==> src/shared/sld_pkg.sv <==
// constants and types of the lane deskew monitor and link initializer
// assumes a 40 MHz core clock and a 32-bit APB register port
// Functional notes
// only a four-lane capable port contains the single lane deskew monitor
// each column is full marker, partial marker, or markerless
// one isolated bit error never changes the lane alignment
// hunt clears count and lock; leaves on all lanes locked plus full column
// confirm reaches hold after four full columns; a partial returns to hunt
// hold sets deskew_locked, clears misalign count; partial goes to recheck
// recheck returns to hold after four fulls; second partial unlocks to hunt
// single-lane initializer starts quiet, driver off, until quiet_timer expires
// partner_search drives idle; lane_locked enters narrow_link_up
// restart_request restarts initialization from any state
// single-lane link_up is true only in narrow_link_up
// idle while link down; offered symbols and packets sent while up
// idle fills the link whenever nothing else is sent
// dual-width port starts quiet with all four drivers off
// search drives lanes 0 and 2; lock on lane 0 or 2 enters width_probe
// width_probe enables lanes 1 and 3 and starts probe_timer
// deskew locked without single override enters wide_link_up until lost
// probe expiry without deskew or with override picks a single-lane state
// primary lane locked without alternate override enters narrow_up_primary
// alternate override or only lane 2 locked enters narrow_up_alternate
// dual-width link_up true only in the three link-up states
// quiet_timer expires after 120 us of continuous enable, resets otherwise
// probe_timer expires after 12 ms of continuous enable, resets otherwise
// every_lane_locked is the AND of the four lane lock flags
// alternate_input_select marks lane 2 input in single-lane operation
// reset gives hunt, quiet phase, drivers off, link down
// leaving any link-up state returns to quiet phase
package sld_pkg;
  localparam int CLK_MHZ = 40;
  localparam int QUIET_US = 120;
  localparam int QUIET_CYC = QUIET_US * CLK_MHZ;
  localparam int PROBE_MS = 12;
  localparam int PROBE_CYC = PROBE_MS * 1000 * CLK_MHZ;
  localparam int MARKER_RUN = 4;
  localparam int LANES = 4;

  localparam logic [11:0] CTRL_OFS = 12'h000;
  localparam logic [11:0] STATUS_OFS = 12'h004;
  localparam int CTRL_RESTART_BIT = 0;
  localparam int CTRL_SINGLE_BIT = 1;
  localparam int CTRL_ALT_BIT = 2;
  localparam logic [1:0] CTRL_RESET = 2'h0;
  localparam int ST_LINK_UP_BIT = 0;
  localparam int ST_WIDE_BIT = 1;
  localparam int ST_ALT_SEL_BIT = 2;
  localparam int ST_DESKEW_BIT = 3;
  localparam int ST_ALL_LOCK_BIT = 4;
  localparam int ST_INIT_LSB = 8;
  localparam int ST_DESKEW_LSB = 16;

  typedef enum logic [3:0] {
    DSK_HUNT = 4'h1,
    DSK_CONFIRM = 4'h2,
    DSK_HOLD = 4'h4,
    DSK_RECHECK = 4'h8
  } sld_dsk_state_t;

  typedef enum logic [6:0] {
    INI_QUIET = 7'h01,
    INI_SEARCH = 7'h02,
    INI_PROBE = 7'h04,
    INI_NARROW = 7'h08,
    INI_WIDE = 7'h10,
    INI_UP_PRI = 7'h20,
    INI_UP_ALT = 7'h40
  } sld_ini_state_t;

  typedef struct packed {
    logic alt_lane_override;
    logic single_lane_override;
  } sld_ctrl_t;

  typedef struct packed {
    logic valid;
    logic [LANES-1:0] marker;
  } sld_col_t;
endpackage

==> src/hdl/sld_link_init.sv <==
// lane deskew monitor, link initializer, transmit gate and APB registers
// assumes lane lock flags and marker columns come from the lane synchronizers,
// all inputs synchronous to clk
`timescale 1ns/1ps
module sld_link_init #(
  parameter bit WIDE_CAPABLE = 1'b1,
  parameter int unsigned QUIET_CYCLES = sld_pkg::QUIET_CYC,
  parameter int unsigned PROBE_CYCLES = sld_pkg::PROBE_CYC
) (
  input wire logic clk,
  input wire logic reset,
  input wire logic psel,
  input wire logic penable,
  input wire logic pwrite,
  input wire logic [11:0] paddr,
  input wire logic [31:0] pwdata,
  input wire logic [3:0] pstrb,
  output logic [31:0] prdata,
  output logic pready,
  output logic pslverr,
  input wire logic [sld_pkg::LANES-1:0] lane_locked,
  input wire sld_pkg::sld_col_t rx_col,
  input wire logic tx_offer,
  output logic tx_take,
  output logic tx_fill_idle,
  output logic [sld_pkg::LANES-1:0] lane_drv_oe,
  output logic link_up,
  output logic wide_mode,
  output logic alternate_input_select,
  output logic deskew_locked
);
  localparam int QW = $clog2(QUIET_CYCLES + 1);
  localparam int PW = $clog2(PROBE_CYCLES + 1);

  // ---------------- register port ----------------
  sld_pkg::sld_ctrl_t ctrl_r, ctrl_nxt;
  logic restart_r, restart_nxt;
  logic [31:0] prdata_r, prdata_nxt;
  logic pready_r, pready_nxt;
  logic pslverr_r, pslverr_nxt;
  logic [31:0] status_w;
  logic mapped_w;
  logic every_lane_locked;
  sld_pkg::sld_dsk_state_t dsk_r;
  sld_pkg::sld_ini_state_t ini_r, ini_nxt;
  logic link_up_r, wide_r, alt_sel_r, locked_w;

  always_comb begin
    mapped_w = (paddr == sld_pkg::CTRL_OFS) || (paddr == sld_pkg::STATUS_OFS);
    status_w = 32'h0;
    status_w[sld_pkg::ST_LINK_UP_BIT] = link_up_r;
    status_w[sld_pkg::ST_WIDE_BIT] = wide_r;
    status_w[sld_pkg::ST_ALT_SEL_BIT] = alt_sel_r;
    status_w[sld_pkg::ST_DESKEW_BIT] = locked_w;
    status_w[sld_pkg::ST_ALL_LOCK_BIT] = every_lane_locked;
    status_w[sld_pkg::ST_INIT_LSB +: 7] = ini_r;
    status_w[sld_pkg::ST_DESKEW_LSB +: 4] = dsk_r;
    ctrl_nxt = ctrl_r;
    restart_nxt = 1'b0;
    prdata_nxt = prdata_r;
    pslverr_nxt = 1'b0;
    // setup cycle prepares the answer, access cycle finds pready high
    pready_nxt = psel && !penable;
    if (psel && !penable) begin
      pslverr_nxt = !mapped_w;
      prdata_nxt = 32'h0;
      if (!pwrite && paddr == sld_pkg::CTRL_OFS) begin
        prdata_nxt[sld_pkg::CTRL_SINGLE_BIT] = ctrl_r.single_lane_override;
        prdata_nxt[sld_pkg::CTRL_ALT_BIT] = ctrl_r.alt_lane_override;
      end else if (!pwrite && paddr == sld_pkg::STATUS_OFS) begin
        prdata_nxt = status_w;
      end
    end
    if (psel && penable && pready_r && pwrite && paddr == sld_pkg::CTRL_OFS && pstrb[0]) begin
      ctrl_nxt.single_lane_override = pwdata[sld_pkg::CTRL_SINGLE_BIT];
      ctrl_nxt.alt_lane_override = pwdata[sld_pkg::CTRL_ALT_BIT];
      restart_nxt = pwdata[sld_pkg::CTRL_RESTART_BIT];
    end
  end

  always_ff @(posedge clk) begin
    if (reset) begin
      ctrl_r <= sld_pkg::CTRL_RESET;
      restart_r <= 1'b0;
      prdata_r <= 32'h0;
      pready_r <= 1'b0;
      pslverr_r <= 1'b0;
    end else begin
      ctrl_r <= ctrl_nxt;
      restart_r <= restart_nxt;
      prdata_r <= prdata_nxt;
      pready_r <= pready_nxt;
      pslverr_r <= pslverr_nxt;
    end
  end

  assign prdata = prdata_r;
  assign pready = pready_r;
  assign pslverr = pslverr_r;

  // all four lanes locked
  assign every_lane_locked = &lane_locked;

  // ---------------- deskew monitor ----------------
  // present only in a four-lane capable port
  generate
    if (WIDE_CAPABLE) begin : g_deskew
      sld_pkg::sld_dsk_state_t dsk_nxt;
      logic [2:0] marker_column_count_r, marker_column_count_nxt;
      logic [2:0] misalign_count_r, misalign_count_nxt;
      logic deskew_locked_r, deskew_locked_nxt;
      logic full_col, part_col;

      always_comb begin
        // full, partial or markerless column
        full_col = rx_col.valid && (&rx_col.marker);
        part_col = rx_col.valid && (|rx_col.marker) && !(&rx_col.marker);
        dsk_nxt = dsk_r;
        marker_column_count_nxt = marker_column_count_r;
        misalign_count_nxt = misalign_count_r;
        deskew_locked_nxt = deskew_locked_r;
        unique case (dsk_r)
          sld_pkg::DSK_HUNT: begin
            // hunt clears and waits
            marker_column_count_nxt = 3'h0;
            deskew_locked_nxt = 1'b0;
            if (every_lane_locked && full_col) begin
              dsk_nxt = sld_pkg::DSK_CONFIRM;
            end
          end
          sld_pkg::DSK_CONFIRM: begin
            // four clean full columns
            if (part_col) begin
              dsk_nxt = sld_pkg::DSK_HUNT;
            end else if (full_col) begin
              marker_column_count_nxt = marker_column_count_r + 3'h1;
              if (marker_column_count_r == 3'(sld_pkg::MARKER_RUN - 1)) begin
                dsk_nxt = sld_pkg::DSK_HOLD;
              end
            end
          end
          sld_pkg::DSK_HOLD: begin
            // locked, watch for partial columns
            deskew_locked_nxt = 1'b1;
            misalign_count_nxt = 3'h0;
            marker_column_count_nxt = 3'h0;
            if (part_col) begin
              misalign_count_nxt = 3'h1;
              dsk_nxt = sld_pkg::DSK_RECHECK;
            end
          end
          sld_pkg::DSK_RECHECK: begin
            // one partial column keeps the alignment and the lock
            // second partial unlocks, four fulls restore
            if (part_col) begin
              misalign_count_nxt = misalign_count_r + 3'h1;
              deskew_locked_nxt = 1'b0;
              dsk_nxt = sld_pkg::DSK_HUNT;
            end else if (full_col) begin
              marker_column_count_nxt = marker_column_count_r + 3'h1;
              if (marker_column_count_r == 3'(sld_pkg::MARKER_RUN - 1)) begin
                dsk_nxt = sld_pkg::DSK_HOLD;
              end
            end
          end
          default: begin
            dsk_nxt = sld_pkg::DSK_HUNT;
          end
        endcase
        // losing any lane lock ends the alignment at once
        if (!every_lane_locked) begin
          dsk_nxt = sld_pkg::DSK_HUNT;
          deskew_locked_nxt = 1'b0;
        end
      end

      always_ff @(posedge clk) begin
        if (reset) begin
          // start in hunt
          dsk_r <= sld_pkg::DSK_HUNT;
          marker_column_count_r <= 3'h0;
          misalign_count_r <= 3'h0;
          deskew_locked_r <= 1'b0;
        end else begin
          dsk_r <= dsk_nxt;
          marker_column_count_r <= marker_column_count_nxt;
          misalign_count_r <= misalign_count_nxt;
          deskew_locked_r <= deskew_locked_nxt;
        end
      end

      assign locked_w = deskew_locked_r;
    end else begin : g_no_deskew
      assign locked_w = 1'b0;
      assign dsk_r = sld_pkg::DSK_HUNT;
    end
  endgenerate

  assign deskew_locked = locked_w;

  // ---------------- timers ----------------
  logic [QW-1:0] quiet_cnt_r, quiet_cnt_nxt;
  logic [PW-1:0] probe_cnt_r, probe_cnt_nxt;
  logic quiet_done, probe_done;

  always_comb begin
    quiet_done = (quiet_cnt_r == QW'(QUIET_CYCLES));
    probe_done = (probe_cnt_r == PW'(PROBE_CYCLES));
    // quiet timer runs only while in quiet phase
    if (ini_r != sld_pkg::INI_QUIET || restart_r) begin
      quiet_cnt_nxt = '0;
    end else if (quiet_done) begin
      quiet_cnt_nxt = quiet_cnt_r;
    end else begin
      quiet_cnt_nxt = quiet_cnt_r + QW'(1);
    end
    // probe timer runs only while probing
    if (ini_r != sld_pkg::INI_PROBE || restart_r) begin
      probe_cnt_nxt = '0;
    end else if (probe_done) begin
      probe_cnt_nxt = probe_cnt_r;
    end else begin
      probe_cnt_nxt = probe_cnt_r + PW'(1);
    end
  end

  always_ff @(posedge clk) begin
    if (reset) begin
      quiet_cnt_r <= '0;
      probe_cnt_r <= '0;
    end else begin
      quiet_cnt_r <= quiet_cnt_nxt;
      probe_cnt_r <= probe_cnt_nxt;
    end
  end

  // ---------------- initializer ----------------
  logic [sld_pkg::LANES-1:0] oe_r, oe_nxt;
  logic link_up_nxt, wide_nxt, alt_sel_nxt;
  logic take_r, take_nxt, idle_r, idle_nxt;

  always_comb begin
    ini_nxt = ini_r;
    unique case (ini_r)
      sld_pkg::INI_QUIET: begin
        // silent until quiet timer expiry
        if (quiet_done) begin
          ini_nxt = sld_pkg::INI_SEARCH;
        end
      end
      sld_pkg::INI_SEARCH: begin
        if (!WIDE_CAPABLE) begin
          // partner found on the only lane
          if (lane_locked[0]) begin
            ini_nxt = sld_pkg::INI_NARROW;
          end
        end else if (lane_locked[0] || lane_locked[2]) begin
          // partner found on lane 0 or 2
          ini_nxt = sld_pkg::INI_PROBE;
        end
      end
      sld_pkg::INI_PROBE: begin
        if (locked_w && !ctrl_r.single_lane_override) begin
          // four-lane link
          ini_nxt = sld_pkg::INI_WIDE;
        end else if (probe_done) begin
          // choose the single inbound lane
          if (lane_locked[0] && !ctrl_r.alt_lane_override) begin
            ini_nxt = sld_pkg::INI_UP_PRI;
          end else if (ctrl_r.alt_lane_override || lane_locked[2]) begin
            ini_nxt = sld_pkg::INI_UP_ALT;
          end
        end
      end
      // lost lock returns to quiet phase
      sld_pkg::INI_NARROW: begin
        if (!lane_locked[0]) begin
          ini_nxt = sld_pkg::INI_QUIET;
        end
      end
      sld_pkg::INI_WIDE: begin
        if (!locked_w) begin
          ini_nxt = sld_pkg::INI_QUIET;
        end
      end
      sld_pkg::INI_UP_PRI: begin
        if (!lane_locked[0]) begin
          ini_nxt = sld_pkg::INI_QUIET;
        end
      end
      sld_pkg::INI_UP_ALT: begin
        if (!lane_locked[2]) begin
          ini_nxt = sld_pkg::INI_QUIET;
        end
      end
      default: begin
        ini_nxt = sld_pkg::INI_QUIET;
      end
    endcase
    // restart wins over every state
    if (restart_r) begin
      ini_nxt = sld_pkg::INI_QUIET;
    end
    // drivers follow the next state so they change with it
    oe_nxt = '0;
    if (ini_nxt != sld_pkg::INI_QUIET) begin
      oe_nxt[0] = 1'b1;
      if (WIDE_CAPABLE) begin
        oe_nxt[2] = 1'b1;
        // lanes 1 and 3 on once probing
        if (ini_nxt != sld_pkg::INI_SEARCH) begin
          oe_nxt[1] = 1'b1;
          oe_nxt[3] = 1'b1;
        end
      end
    end
    // link up only in link-up states
    link_up_nxt = (ini_nxt == sld_pkg::INI_NARROW) || (ini_nxt == sld_pkg::INI_WIDE) ||
                  (ini_nxt == sld_pkg::INI_UP_PRI) || (ini_nxt == sld_pkg::INI_UP_ALT);
    wide_nxt = (ini_nxt == sld_pkg::INI_WIDE);
    // lane 2 selected as input
    alt_sel_nxt = (ini_nxt == sld_pkg::INI_UP_ALT);
    // idle unless an offered item goes out on a live link
    take_nxt = link_up_nxt && tx_offer;
    idle_nxt = !take_nxt;
  end

  always_ff @(posedge clk) begin
    if (reset) begin
      // quiet, drivers off, link down
      ini_r <= sld_pkg::INI_QUIET;
      oe_r <= '0;
      link_up_r <= 1'b0;
      wide_r <= 1'b0;
      alt_sel_r <= 1'b0;
      take_r <= 1'b0;
      idle_r <= 1'b1;
    end else begin
      ini_r <= ini_nxt;
      oe_r <= oe_nxt;
      link_up_r <= link_up_nxt;
      wide_r <= wide_nxt;
      alt_sel_r <= alt_sel_nxt;
      take_r <= take_nxt;
      idle_r <= idle_nxt;
    end
  end

  assign lane_drv_oe = oe_r;
  assign link_up = link_up_r;
  assign wide_mode = wide_r;
  assign alternate_input_select = alt_sel_r;
  assign tx_take = take_r;
  assign tx_fill_idle = idle_r;
endmodule

==> config.mk <==
export PLATFORM = sky130hd
export DESIGN_NAME = sld_link_init
export DESIGN_NICKNAME = d
export VERILOG_FILES = /design/src/shared/sld_pkg.sv /design/src/hdl/sld_link_init.sv
export SDC_FILE = /design/constraint.sdc
export NUM_CORES = 1
export LEC_CHECK = 0
export BUFFER_PORTS_ARGS = -buffer_cell sky130_fd_sc_hd__buf_4
export CORE_ASPECT_RATIO = 1.75
export CORE_MARGIN = 2
export CORE_UTILIZATION = 56
export DETAILED_ROUTE_END_ITERATION = 10
export GPL_ROUTABILITY_DRIVEN = 0
export GPL_TIMING_DRIVEN = 1
export PLACE_DENSITY = 0.95
export SLEW_MARGIN = 20
export SYNTH_ARGS = -nofsm -noshare
export SYNTH_HDL_FRONTEND = slang
export SYNTH_SLANG_ARGS = --single-unit
==> constraint.sdc <==
create_clock -name clk -period 4.4 [get_ports clk]
set_clock_uncertainty 0.15 [all_clocks]
set_input_delay 0.44 -clock clk [delete_from_list [all_inputs] [get_ports clk]]
set_output_delay 0.44 -clock clk [all_outputs]
set_load 0.01 [all_outputs]
* After elaboration in Yosys (flattened, before gate mapping)
Index checks and enable logic that the tools add are counted.
** Cells by class
- Add/sub/neg operators :: 3
- Equality and inequality tests :: 30
- Multiplexer cells :: 28
- Bitwise logic cells :: 4
- Reductions and logical operators :: 48
** Operators by type and width (number)
- 7-bit two-way mux :: 10
- 7-bit one-hot mux with 6 select lines :: 1
- 29-bit two-way mux :: 1
- 20-bit two-way mux :: 1
- 4-bit two-way mux :: 5
- 19-bit by 1-bit adder with 19-bit output (second input constant) :: 1
- 19-bit == test (second input constant) :: 1
- 2-bit OR reduction :: 9
- 1-bit logical AND :: 15
- 7-bit by 4-bit == test with 1-bit output (second input constant) :: 2
- 7-bit by 5-bit == test with 1-bit output (second input constant) :: 2
- 7-bit by 6-bit == test with 1-bit output (second input constant) :: 2
- 7-bit == test (second input constant) :: 2
- 7-bit by 1-bit inequality test with 1-bit output (second input constant) :: 2
- 13-bit by 1-bit adder with 13-bit output (second input constant) :: 1
- 13-bit == test (second input constant) :: 1
- 12-bit by 3-bit == test with 1-bit output (second input constant) :: 1
- 12-bit zero test :: 1
- 4-bit one-hot mux with 3 select lines :: 1
- 4-bit AND reduction :: 3
- 3-bit two-way mux :: 3
- 1-bit logical OR :: 8
- 2-bit inequality test (second input constant) :: 4
- 7-bit by 1-bit == test with 1-bit output (second input constant) :: 1
- other kinds (23) :: 35
** Word-level totals
- Register bits after elaboration :: 92
- Bits of input ports :: 63
- Output and inout port bits :: 44
- Word-level logic and storage cells :: 132

* Depth between registers and ports, before layout
Gate-level depths: netlist of the first run.
- Depth after elaboration :: 13
- Depth in mapped cells :: 7
- Depth with buffers taken out :: 7

* Least setup slack after synthesis of the first run
No wires, ideal clock.
- Kind :: input-to-reg
- Start point :: input paddr[8]
- End point :: register ctrl_r[0] (netlist bit)
- Library setup time :: 128 ps
- Arrival time :: 1739 ps
- Slack :: 2383 ps
- Stages :: 5
- Path buffers :: 0
- Path through :: nor4_1 nand3_1 or4b_2 mux2i_1 nor2_1
** On the way
- Longest elaborated chain between the ends :: 3
** RTL lines
- start, declared :: RTL line sld_link_init.sv:15 : input wire logic [11:0] paddr,
- 12-bit zero test :: RTL line sld_link_init.sv:74 : if (psel && penable && pready_r && pwrite && paddr == sld_pkg::CTRL_OFS && pstrb[0]) begin
- 1-bit logical AND (2 in a row) :: RTL line sld_link_init.sv:74
- end signal, assigned :: RTL line sld_link_init.sv:83 : ctrl_r <= sld_pkg::CTRL_RESET;
- end signal, assigned :: RTL line sld_link_init.sv:89 : ctrl_r <= ctrl_nxt;
- end, declared :: RTL line sld_link_init.sv:36 : sld_pkg::sld_ctrl_t ctrl_r, ctrl_nxt;
No other way between the ends.
A chain may end at the register's enable or synchronous reset.

* Worst setup path in the final report of the first run
- Start point :: register ini_r[3]
- End point :: register idle_r, in the netlist tx_fill_idle
** On the way
- Longest elaborated chain between the ends :: 12
** RTL lines
- start, declared :: RTL line sld_link_init.sv:45 : sld_pkg::sld_ini_state_t ini_r, ini_nxt;
- start signal, assigned :: RTL line sld_link_init.sv:331 : ini_r <= sld_pkg::INI_QUIET;
- start signal, assigned :: RTL line sld_link_init.sv:339 : ini_r <= ini_nxt;
- 7-bit two-way mux :: RTL line sld_link_init.sv:270 : end else if (ctrl_r.alt_lane_override || lane_locked[2]) begin
- 7-bit two-way mux :: RTL line sld_link_init.sv:268 : if (lane_locked[0] && !ctrl_r.alt_lane_override) begin
- 7-bit two-way mux :: RTL line sld_link_init.sv:266 : end else if (probe_done) begin
- 7-bit two-way mux :: RTL line sld_link_init.sv:263 : if (locked_w && !ctrl_r.single_lane_override) begin
- 7-bit one-hot mux with 6 select lines * :: RTL line sld_link_init.sv:244 : unique case (ini_r)
- 7-bit two-way mux * :: RTL line sld_link_init.sv:301 : if (restart_r) begin
- 7-bit by 4-bit == test with 1-bit output or 7-bit by 5-bit == test with 1-bit output (tied branches) :: RTL line sld_link_init.sv:318 : link_up_nxt = (ini_nxt == sld_pkg::INI_NARROW) || (ini_nxt == sld_pkg::INI_WIDE) ||
- 1-bit logical OR (2 in a row) :: RTL line sld_link_init.sv:318
- 1-bit logical OR * :: RTL line sld_link_init.sv:319 : (ini_nxt == sld_pkg::INI_UP_PRI) || (ini_nxt == sld_pkg::INI_UP_ALT);
- 1-bit logical AND * :: RTL line sld_link_init.sv:324 : take_nxt = link_up_nxt && tx_offer;
- 1-bit zero test * :: RTL line sld_link_init.sv:325 : idle_nxt = !take_nxt;
- end signal, assigned :: RTL line sld_link_init.sv:345 : idle_r <= idle_nxt;
- end, declared :: RTL line sld_link_init.sv:240 : logic take_r, take_nxt, idle_r, idle_nxt;
Every way passes the cells marked *; elsewhere a longest branch is shown, timed or not.

==> summary.txt, run 1 <==
STA
  – Final setup violation count: 0
  – Tcrit/Tclk final: approximately 55%
  – Achievable Freq: approximately 400 MHz
  – Final Max Slew Viols: 0
  – Final hold slack: 0.2061 ns
  – Setup_tns: 0 ns
  – Slew @ Worst Pin: between 0.8 and 0.9 ns
  – RSZ-0062 raised after global routing: no
  – Max-slew headroom: 39.76%
  – Fin crit period: 2.440 ns
  – Hold Fails Final Rpt: 0

Synth
  – Number of synthesized flops with an enable pin: 0
  – Ys async rst share: 0%
  – Largest cells by area after synthesis: dfxtp_1, nor2_1, buf_4
  – Leading area contributor after synthesis: dfxtp_1
  – Synthesized area per cell: slightly below 9 um^2
  – Netlist cell types: 65
  – Synth Warn #: 0
  – Synth top area share: approximately two fifths
  – Count leader, synth: dfxtp_1
  – Mapped cell area: 0.003710 mm^2
  – Most used DFF post-synth: dfxtp_1
  – Post-synth top cells: dfxtp_1, nor2_1, nand2_1, nand3_1, buf_4
  – Synthesis-stage register bit count: 75
  – Mapped Cells: between 400 and 500
  – Sequential area share after synthesis: 40.47%

Floorplanning
  – Die Y: between 100 and 150 um
  – FP Rows: 39
  – I/O Pins: 107
  – Core area: approximately 0.0065 mm^2
  – Die ar.: 0.007317 mm^2
  – Die width: 65.53 um
  – Initial core utilization: approximately 57%

Global route
  – M1 GR Usage: between 20% and 30%
  – GRT Util Overall: between 20% and 30%
  – Met3 usage: a little over 7%
  – Most used routing layer: met2
  – Global-route wire length before repair: 14.20 mm
  – Vias in the first global route: around 3200
  – GR Layer Usage met2: between 40 and 50%
  – Antenna violations before repair: 0
  – Grt total ovfl: 0
  – Largest net degree at the start of global routing: 20

Status
  – Status: complete, no violations

CTS
  – # Post-CTS Setup Buffers: 0
  – Post-cts sizing count: 0
  – Root Buffer: clkbuf_16
  – CTS HTree Levels: 3
  – TritonCTS buffer count: 9
  – Hold_buf cts: 0
  – CTS clk-pin slew, worst paths: roughly 0.050 ns
  – Clk_lat worst skew: 0.33 ns
  – CTS tree: yes
  – Bufs on Longest Clock Path: 2
  – Clock net sink count: between 70 and 80

Cells and area
  – Sequential Area: roughly 0.0015 mm^2
  – Core Util, Final: about two thirds
  – Nets: approximately 540
  – Area of the multi-input gates: slightly below 0.002 mm^2
  – Filler instances: 499
  – Share of cells above drive strength 1: a little under a fifth
  – Area Overhead vs Synth: 16.66%
  – Antenna cells: 0

Worst setup path
  – Crit path arrival time: between 2 and 3 ns
  – Kind of critical path: reg -> reg
  – Critical path endpoint category: flip-flop
  – RR Startpoint: ini_r[3]$_SDFF_PP0_
  – FF-to-FF setup slack: approximately 2 ns
  – Critical path fanouts, max: 13
  – Reg-to-Reg End: tx_fill_idle$_SDFF_PP1_
  – Worst setup SP type: flip-flop
  – Worst Setup SP: ini_r[3]$_SDFF_PP0_
  – Worst reg-to-reg path cell count: 5
  – Crit path required time: 4.47 ns

Min path
  – Min-Delay Startpoint: pwdata[2]
  – Hold Path Stages: 3
  – Hold Path Class: in -> reg
  – WHS Endpoint: ctrl_r[1]$_SDFFE_PP0P_

Drt
  – Post-route DRC: 0
  – Drt pass-1 iters: 5
  – Iter 0 DRT Violations: about 250
  – Vias: 3322
  – DR vias/cell: about 6
  – WL/cell: 15.68 um
  – Routed WL: just under 9 mm
  – Final ANT Viol Nets: 0

Power and ir drop
  – Leakage: approximately 1.7 nW
  – Max IR drop VDD: between 200 and 250 uV
  – Power Density: 336.9 mW/mm^2
  – Tot Pwr: 0.001458 W

Job
  – Max_cap viols: 0

Place
  – Port buffer count: 58
  – Post-DP HPWL: 6.426 mm
-- cells by family (layout without fill, tap and decap cells) --
| kind of cell | Yosys count | count (layout) | synth area share [%] |
|---|---|---|---|
| AO/OA/AOI/OAI | 66 | 66 | 12.72 |
| XOR/XNOR | 28 | 28 | 6.611 |
| adder cells (fa/ha/maj) | 6 | 6 | 2.024 |
| buffers and inverters | 54 | 91 | 8.870 |
| flip-flops | 75 | 75 | 40.47 |
| multiplexers | 7 | 7 | 1.990 |
| other | 1 | 16 | 0.1011 |
| AND/OR/NAND/NOR | 188 | 188 | 27.22 |
-- stage by stage --
stage | instances | worst slack, ns | cell area (um^2)
after floorplan | 440 | 2.383 | 3766
after global placement | 543 | 2.077 | 4039
after detailed placement | 543 | 1.998 | 4039
after CTS | 559 | 1.992 | 4328
after global routing | 559 | 1.868 | 4328
final | 559 | 1.960 | 4328
-- sequential cells by signal (all words and copies together) (netlist names), 2 cells and up --
| signal | count |
|---|---|
| ctrl_r | 2 |
| dsk_r | 4 |
| g_deskew.marker_column_count_r | 3 |
| ini_r | 7 |
| lane_drv_oe | 2 |
| prdata | 16 |
| probe_cnt_r | 19 |
| quiet_cnt_r | 13 |
-- metal layers --
metal | up-vias | share of wire [%]
li1 | 1568 | -
met1 | 1580 | 35
met2 | 141 | 55
met3 | 33 | 5.1
met4 | 0 | 4.1
met5 | - | 0
-- how the worst max path moves through the flow --
stage,cells past startpoint,slack (ns),end
after floorplan,5,2.38,ctrl_r[0]$_SDFFE_PP0P_
after global placement,5,2.08,tx_fill_idle$_SDFF_PP1_
after detailed placement,5,2.00,tx_fill_idle$_SDFF_PP1_
after CTS,5,1.99,tx_fill_idle$_SDFF_PP1_
after global routing,5,1.87,tx_fill_idle$_SDFF_PP1_
final,5,1.96,tx_fill_idle$_SDFF_PP1_
-- report_power, final --
part	internal (W)	total [W]	switching [W]
Sequential	0.000683	0.000685	0.00000286
Clock	0.000454	0.000714	0.000260
Combinational	0.0000255	0.0000584	0.0000330
-- cell usage in the layout (no fill, tap or decap), drive strengths merged, types with 3 or more instances in the layout --
| master | count |
|---|---|
| o21ai | 9 |
| xnor2 | 13 |
| and2 | 3 |
| nor2 | 64 |
| a22oi | 5 |
| nor4b | 3 |
| ha | 6 |
| nand4 | 10 |
| nand2 | 23 |
| dfxtp | 75 |
| nand3b | 3 |
| nand2b | 5 |
| or2 | 3 |
| a21oi | 16 |
| a31oi | 5 |
| mux2i | 4 |
| and3 | 7 |
| nor2b | 4 |
| nor3 | 11 |
| or3 | 6 |
| conb | 16 |
| inv | 17 |
| or4 | 3 |
| and4 | 3 |
| buf | 58 |
| nand3 | 21 |
| a22o | 11 |
| nor4 | 9 |
| clkbuf | 14 |
| xor2 | 15 |
| mux2 | 3 |
-- critical path, stage by stage, from the launching register on --
cell,delay [ns]
dfxtp_1,0.59
inv_1,0.14
or4_1,0.54
a21boi_1,0.14
o21ai_1,0.32
a311o_1,0.43
-- cell type report --
type,instances,share of cell area (%)
Timing Repair Buffer,58,10.06
Inverter,17,1.474
Tap cell,82,2.371
Clock buffer,14,5.869
Clock inverter,2,0.8095
Multi-Input combinational cell,311,44.72
Sequential cell,75,34.69
(Power assumes the default switching activity.)
==> inputs of run 2 (changes only) <==
--- a/config.mk
+++ b/config.mk
@@ -8,11 +8,11 @@
 export BUFFER_PORTS_ARGS = -buffer_cell sky130_fd_sc_hd__buf_4
 export CORE_ASPECT_RATIO = 1.75
 export CORE_MARGIN = 2
-export CORE_UTILIZATION = 56
+export CORE_UTILIZATION = 52
 export DETAILED_ROUTE_END_ITERATION = 10
 export GPL_ROUTABILITY_DRIVEN = 0
 export GPL_TIMING_DRIVEN = 1
-export PLACE_DENSITY = 0.95
+export PLACE_DENSITY = 0.9
 export SLEW_MARGIN = 20
 export SYNTH_ARGS = -nofsm -noshare
 export SYNTH_HDL_FRONTEND = slang
==> constraint.sdc (replaced) <==
create_clock -name clk -period 2.25 [get_ports clk]
set_clock_uncertainty 0.15 [all_clocks]
set_input_delay 0.225 -clock clk [delete_from_list [all_inputs] [get_ports clk]]
set_output_delay 0.225 -clock clk [all_outputs]
set_load 0.01 [all_outputs]
==> run 2 against run 1 <==
Against the previous run:
- total power increased by 100%
- first-iteration DRC count decreased by 19%
- hold slack worse by 0.18 ns
- fmax up 16%
- via count shrank 0.69%
- critical path type unchanged
- clock-buffer cell count is 2 lower
==> summary.txt, run 2 (same netlist as run 1, synthesis figures left out) <==
Drt
  – Final ANT Viol Nets: 0
  – Routed WL: 8.723 mm
  – WL/cell: ~15 um
  – Iter 0 DRT Violations: around 200
  – Post-route DRC: 0
  – DR vias/cell: between 5 and 6
  – Drt pass-1 iters: 5
  – Vias: about 3300

Worst setup path
  – FF-to-FF setup slack: between 0.15 and 0.2 ns
  – RR Startpoint: probe_cnt_r[0]$_SDFFE_PP0P_
  – Critical path fanouts, max: 4
  – Reg-to-Reg End: tx_fill_idle$_SDFF_PP1_
  – Worst reg-to-reg path cell count: 7
  – Crit path arrival time: 2.17 ns
  – Worst setup SP type: flip-flop
  – Critical path endpoint category: flip-flop
  – Kind of critical path: reg -> reg
  – Crit path required time: 2.32 ns

Cells and area
  – Filler instances: approximately 550
  – Nets: 550
  – Area Overhead vs Synth: 20.17%
  – Most frequent cells in the layout: dfxtp_1, buf_4, nor2_1
  – Most common cell after layout, fill and taps aside: dfxtp_1
  – Most flops, register: probe_cnt_r
  – Antenna cells: 0
  – Max reg flops: 19
  – Share of cells above drive strength 1: between 20% and 30%

Global route
  – Vias in the first global route: 3034
  – Global-route wire length before repair: between 10 and 15 mm
  – Largest net degree at the start of global routing: 20
  – Grt total ovfl: 0
  – Antenna violations before repair: 0
  – GRT Util Overall: between 20% and 30%

Floorplanning
  – I/O Pins: between 100 and 150
  – Die Y: around 120 um
  – Core area: between 0.006 and 0.007 mm^2
  – Die ar.: 0.007853 mm^2
  – FP Rows: 40
  – Initial core utilization: 53.71%
  – Die width: 67.85 um

STA
  – Setup_tns: 0 ns
  – Achievable Freq: approximately 480 MHz
  – Max-slew headroom: between 40 and 50%
  – Final Max Slew Viols: 0
  – Hold Fails Final Rpt: 0
  – Final worst setup slack: 0.1508 ns
  – Final setup violation count: 0
  – RSZ-0062 raised after global routing: no
  – Fin crit period: about 2.1 ns
  – Tcrit/Tclk final: slightly above 90%
  – Final hold slack: 0.02624 ns
  – Slew @ Worst Pin: roughly 0.81 ns

Place
  – Port buffer count: just under 60
  – Post-DP HPWL: 6.324 mm
  – Place WS: between 0.06 and 0.07 ns

Min path
  – Hold Path Class: in -> reg
  – Min-Delay Startpoint: pwdata[0]
  – WHS Endpoint: restart_r$_SDFF_PP0_
  – Hold Path Stages: 2

CTS
  – CTS tree: yes
  – Clock net sink count: 75
  – CTS HTree Levels: 3
  – TritonCTS buffer count: 9
  – CTS clk-pin slew, worst paths: approximately 0.060 ns
  – Clk_lat worst skew: approximately 0.33 ns
  – Root Buffer: clkbuf_16
  – # Post-CTS Setup Buffers: 0
  – Bufs on Longest Clock Path: 2

Power and ir drop
  – Power Density: ~660 mW/mm^2
  – Leakage: between 1.5 and 2 nW
  – Max IR drop VDD: 448.4 uV

Status
  – Status: complete, no violations

Job
  – Max_cap viols: 0
## run 2: cell count changes in the layout (fill, tap and decap cells not counted), moves of 2 or more
cell | before | now
buf_4 | 58 | 65
clkbuf_1 | 4 | 0
clkbuf_8 | 1 | 3
dlygate4sd3_1 | 0 | 2
## run 2: final cells by class
| class | instances | area, um^2 | share of cell area, % |
|---|---|---|---|
| multi-input cells | 311 | 1964 | 44.06 |
| flip-flops and latches | 75 | 1503 | 33.71 |
| repair buffers | 67 | 508.0 | 11.39 |
| clock buffers | 12 | 266.5 | 5.978 |
| well taps | 84 | 105.1 | 2.358 |
| inverters | 17 | 63.81 | 1.431 |
| clock inverters | 4 | 47.55 | 1.067 |
## run 2: metal layers
layer / vias up / GRT usage, % / part of all wire (%)
li1: 1581 / - / -
met1: 1570 / 23.39 / 37
met2: 113 / 40.59 / 54
met3: 35 / 5.825 / 4.8
met4: 0 / 13.33 / 3.9
met5: - / 0 / 0
## run 2: worst max-delay path by stage
stage	slack, ns	depth (start not counted)	startpoint	to
floorplan	0.33	6	ini_r[3]$_SDFF_PP0_	tx_fill_idle$_SDFF_PP1_
global placement	0.16	7	probe_cnt_r[0]$_SDFFE_PP0P_	tx_fill_idle$_SDFF_PP1_
detailed placement	0.06	7	probe_cnt_r[0]$_SDFFE_PP0P_	tx_fill_idle$_SDFF_PP1_
CTS	0.05	7	probe_cnt_r[0]$_SDFFE_PP0P_	tx_fill_idle$_SDFF_PP1_
global route	0.0007	5	ini_r[5]$_SDFF_PP0_	ini_r[3]$_SDFF_PP0_
finish	0.15	7	probe_cnt_r[0]$_SDFFE_PP0P_	tx_fill_idle$_SDFF_PP1_
## run 2: what timing repair did
| action | CTS | global route |
|---|---|---|
| gates resized for setup | 0 | 6 |
| endpoints found under the setup margin | 0 | 5 |
| hold buffers | 2 | 0 |
| endpoints found under the hold margin | 2 | 0 |
## run 2: through the flow
step           power [W]  std cells  utilization [%]  area, um^2
6_report        0.002942        570            64.55        4458
5_1_grt         0.003022        570            64.55        4458
4_1_cts         0.002955        570            64.11        4428
3_5_place_dp    0.001482        552            59.28        4094
3_3_place_gp    0.001478        552            59.28        4094
2_1_floorplan   0.001438        440                -        3766
## run 2: critical path, cell delays in order (launching register included)
cell and delay, ns:
dfxtp_1 0.32, inv_1 0.09, ha_1 0.17, nor4bb_2 0.23, nand3_1 0.19, o32ai_2 0.26
a22oi_2 0.16, a311o_1 0.41
## run 2: power by group
group / internal, W / switching (W)
Clock: 0.000944 / 0.000536
Combinational: 0.0000550 / 0.0000669
Sequential: 0.00133 / 0.00000508
==> inputs of run 3 (changes only) <==
--- a/config.mk
+++ b/config.mk
@@ -6,12 +6,14 @@
 export NUM_CORES = 1
 export LEC_CHECK = 0
 export BUFFER_PORTS_ARGS = -buffer_cell sky130_fd_sc_hd__buf_4
+export CAP_MARGIN = 20
 export CORE_ASPECT_RATIO = 1.75
 export CORE_MARGIN = 2
 export CORE_UTILIZATION = 52
 export DETAILED_ROUTE_END_ITERATION = 10
 export GPL_ROUTABILITY_DRIVEN = 0
 export GPL_TIMING_DRIVEN = 1
+export MAX_ROUTING_LAYER = met4
 export PLACE_DENSITY = 0.9
 export SLEW_MARGIN = 20
 export SYNTH_ARGS = -nofsm -noshare
==> run 3 against run 2 <==
Against the previous run:
- global-route usage grew 0.69 points
- sequential share of layout area is the same
- design area is the same
- combinational power is essentially flat
- total power shrank 0.22%
- final cell count is the same
- critical path depth is the same
- via count grew 0.33%
- largest cell class unchanged
- register-to-register slack is essentially flat
- first-iteration DRC count shrank 8.0%
==> summary.txt, run 3 (same netlist as run 1, synthesis figures left out) <==
Cells and area
  – Area of the multi-input gates: about 0.0020 mm^2
  – Core Util, Final: between 60% and 70%
  – Sequential Area: 0.001503 mm^2
  – Most frequent cells in the layout: dfxtp_1, buf_4, nor2_1
  – Nets: between 500 and 600
  – Antenna cells: 0
  – Share of cells above drive strength 1: 21.40%
  – Filler instances: between 500 and 600
  – Most flops, register: probe_cnt_r
  – Most common cell after layout, fill and taps aside: dfxtp_1
  – Area Overhead vs Synth: 20.17%
  – Max reg flops: 19

CTS
  – Clock net sink count: between 70 and 80
  – CTS clk-pin slew, worst paths: 0.06 ns
  – CTS tree: yes
  – # Post-CTS Setup Buffers: 0
  – CTS HTree Levels: 3
  – Bufs on Longest Clock Path: 2
  – TritonCTS buffer count: 9
  – Root Buffer: clkbuf_16
  – Clk_lat worst skew: approximately 0.33 ns

Worst setup path
  – Reg-to-Reg End: tx_fill_idle$_SDFF_PP1_
  – Critical path fanouts, max: 4
  – FF-to-FF setup slack: between 0.15 and 0.2 ns
  – Crit path required time: roughly 2.3 ns
  – CP endpoint: tx_fill_idle$_SDFF_PP1_
  – Worst reg-to-reg path cell count: 7
  – Worst Setup SP: probe_cnt_r[0]$_SDFFE_PP0P_
  – RR Startpoint: probe_cnt_r[0]$_SDFFE_PP0P_
  – Worst setup SP type: flip-flop
  – Critical path endpoint category: flip-flop
  – Crit path arrival time: between 2 and 2.5 ns
  – Kind of critical path: reg -> reg

Drt
  – Iter 0 DRT Violations: approximately 190
  – DR WL met2: 4.726 mm
  – DR vias/cell: about 5.8
  – Wire length on met1: ~3.2 mm
  – Drt pass-1 iters: 5
  – Post-route DRC: 0
  – WL/cell: approximately 15 um
  – Final ANT Viol Nets: 0
  – Routed WL: 8.670 mm
  – Vias: between 3000 and 4000
  – WL met3: roughly 400 um
  – Top sig layer: met4

Place
  – Post-DP HPWL: 6.324 mm
  – Place WS: just over 0.06 ns
  – Port buffer count: just under 60

STA
  – Final Max Slew Viols: 0
  – Final worst setup slack: ~0.16 ns
  – Max-slew headroom: 45.33%
  – Achievable Freq: approximately 480 MHz
  – Setup_tns: 0 ns
  – Tcrit/Tclk final: 92.95%
  – RSZ-0062 raised after global routing: no
  – Hold Fails Final Rpt: 0
  – Fin crit period: 2.091 ns
  – Final setup violation count: 0
  – Slew @ Worst Pin: 0.8125 ns

Global route
  – Vias in the first global route: between 3000 and 4000
  – GRT Util Overall: 23.55%
  – Grt total ovfl: 0
  – Global-route wire length before repair: 13.57 mm
  – Largest net degree at the start of global routing: 20
  – Antenna violations before repair: 0

Floorplanning
  – Initial core utilization: between 50% and 60%
  – Die width: approximately 68 um
  – Die ar.: slightly below 0.008 mm^2
  – FP Rows: 40
  – Core area: roughly 0.0069 mm^2
  – I/O Pins: 107
  – Die Y: 115.7 um

Power and ir drop
  – Leakage: ~1.8 nW
  – Max IR drop VDD: between 400 and 500 uV
  – Power Density: 658.4 mW/mm^2

Status
  – Status: complete, no violations

Job
  – Max_cap viols: 0

Min path
  – Hold Path Class: in -> reg
[run 3: cell counts in the layout (fill, tap and decap cells not counted)]
No cell type changed its count.
[run 3: where the power goes]
| part | internal, W | switching, W | total, W |
|---|---|---|---|
| registers | 0.00133 | 0.00000506 | 0.00134 |
| logic | 0.0000550 | 0.0000671 | 0.000122 |
| clock network | 0.000944 | 0.000529 | 0.00147 |
| total | 0.00233 | 0.000602 | 0.00294 |
[run 3: worst min path at each step]
stage	start	slack, ns	endpoint	depth (start not counted)
floorplan	reset	0.15	restart_r$_SDFF_PP0_	1
global placement	prdata[2]$_SDFFE_PP0P_	0.31	prdata[2]$_SDFFE_PP0P_	2
detailed placement	prdata[1]$_SDFFE_PP0P_	0.32	prdata[1]$_SDFFE_PP0P_	2
CTS	tx_offer	0.01	tx_take$_SDFF_PP0_	3
global route	pwdata[0]	0.02	restart_r$_SDFF_PP0_	2
finish	pwdata[0]	0.03	restart_r$_SDFF_PP0_	2
[run 3: layer usage]
| layer | up-vias | global-route usage (%) |
|---|---|---|
| li1 | 1587 | - |
| met1 | 1574 | 23.45 |
| met2 | 118 | 40.59 |
| met3 | 31 | 6.117 |
| met4 | 0 | 12.93 |
| met5 | - | - |
[run 3: area by class of cell]
cell class	count	share of cell area, %
well taps	84	2.358
flip-flops and latches	75	33.71
clock buffers	12	5.978
inverters	17	1.431
clock inverters	4	1.067
multi-input cells	311	44.06
repair buffers	67	11.39
[run 3: timing repair]
action	4_1_cts	5_1_grt
hold endpoints to repair	2	0
hold buffers	2	0
setup endpoints to repair	0	5
gates resized for setup	0	6
[run 3: critical path, cell delays in order (launching register included)]
cell,delay (ns)
dfxtp_1,0.32
inv_1,0.09
ha_1,0.17
nor4bb_2,0.23
nand3_1,0.19
o32ai_2,0.26
a22oi_2,0.16
a311o_1,0.41
[run 3: stage by stage]
stage,hold WS (ns),area (um^2),std cells,power [W]
after floorplan,0.1508,3766,440,0.001438
after global placement,0.3060,4094,552,0.001478
after detailed placement,0.3159,4094,552,0.001482
after CTS,0.01159,4428,570,0.002955
after global routing,0.01974,4458,570,0.003021
final,0.02725,4458,570,0.002935
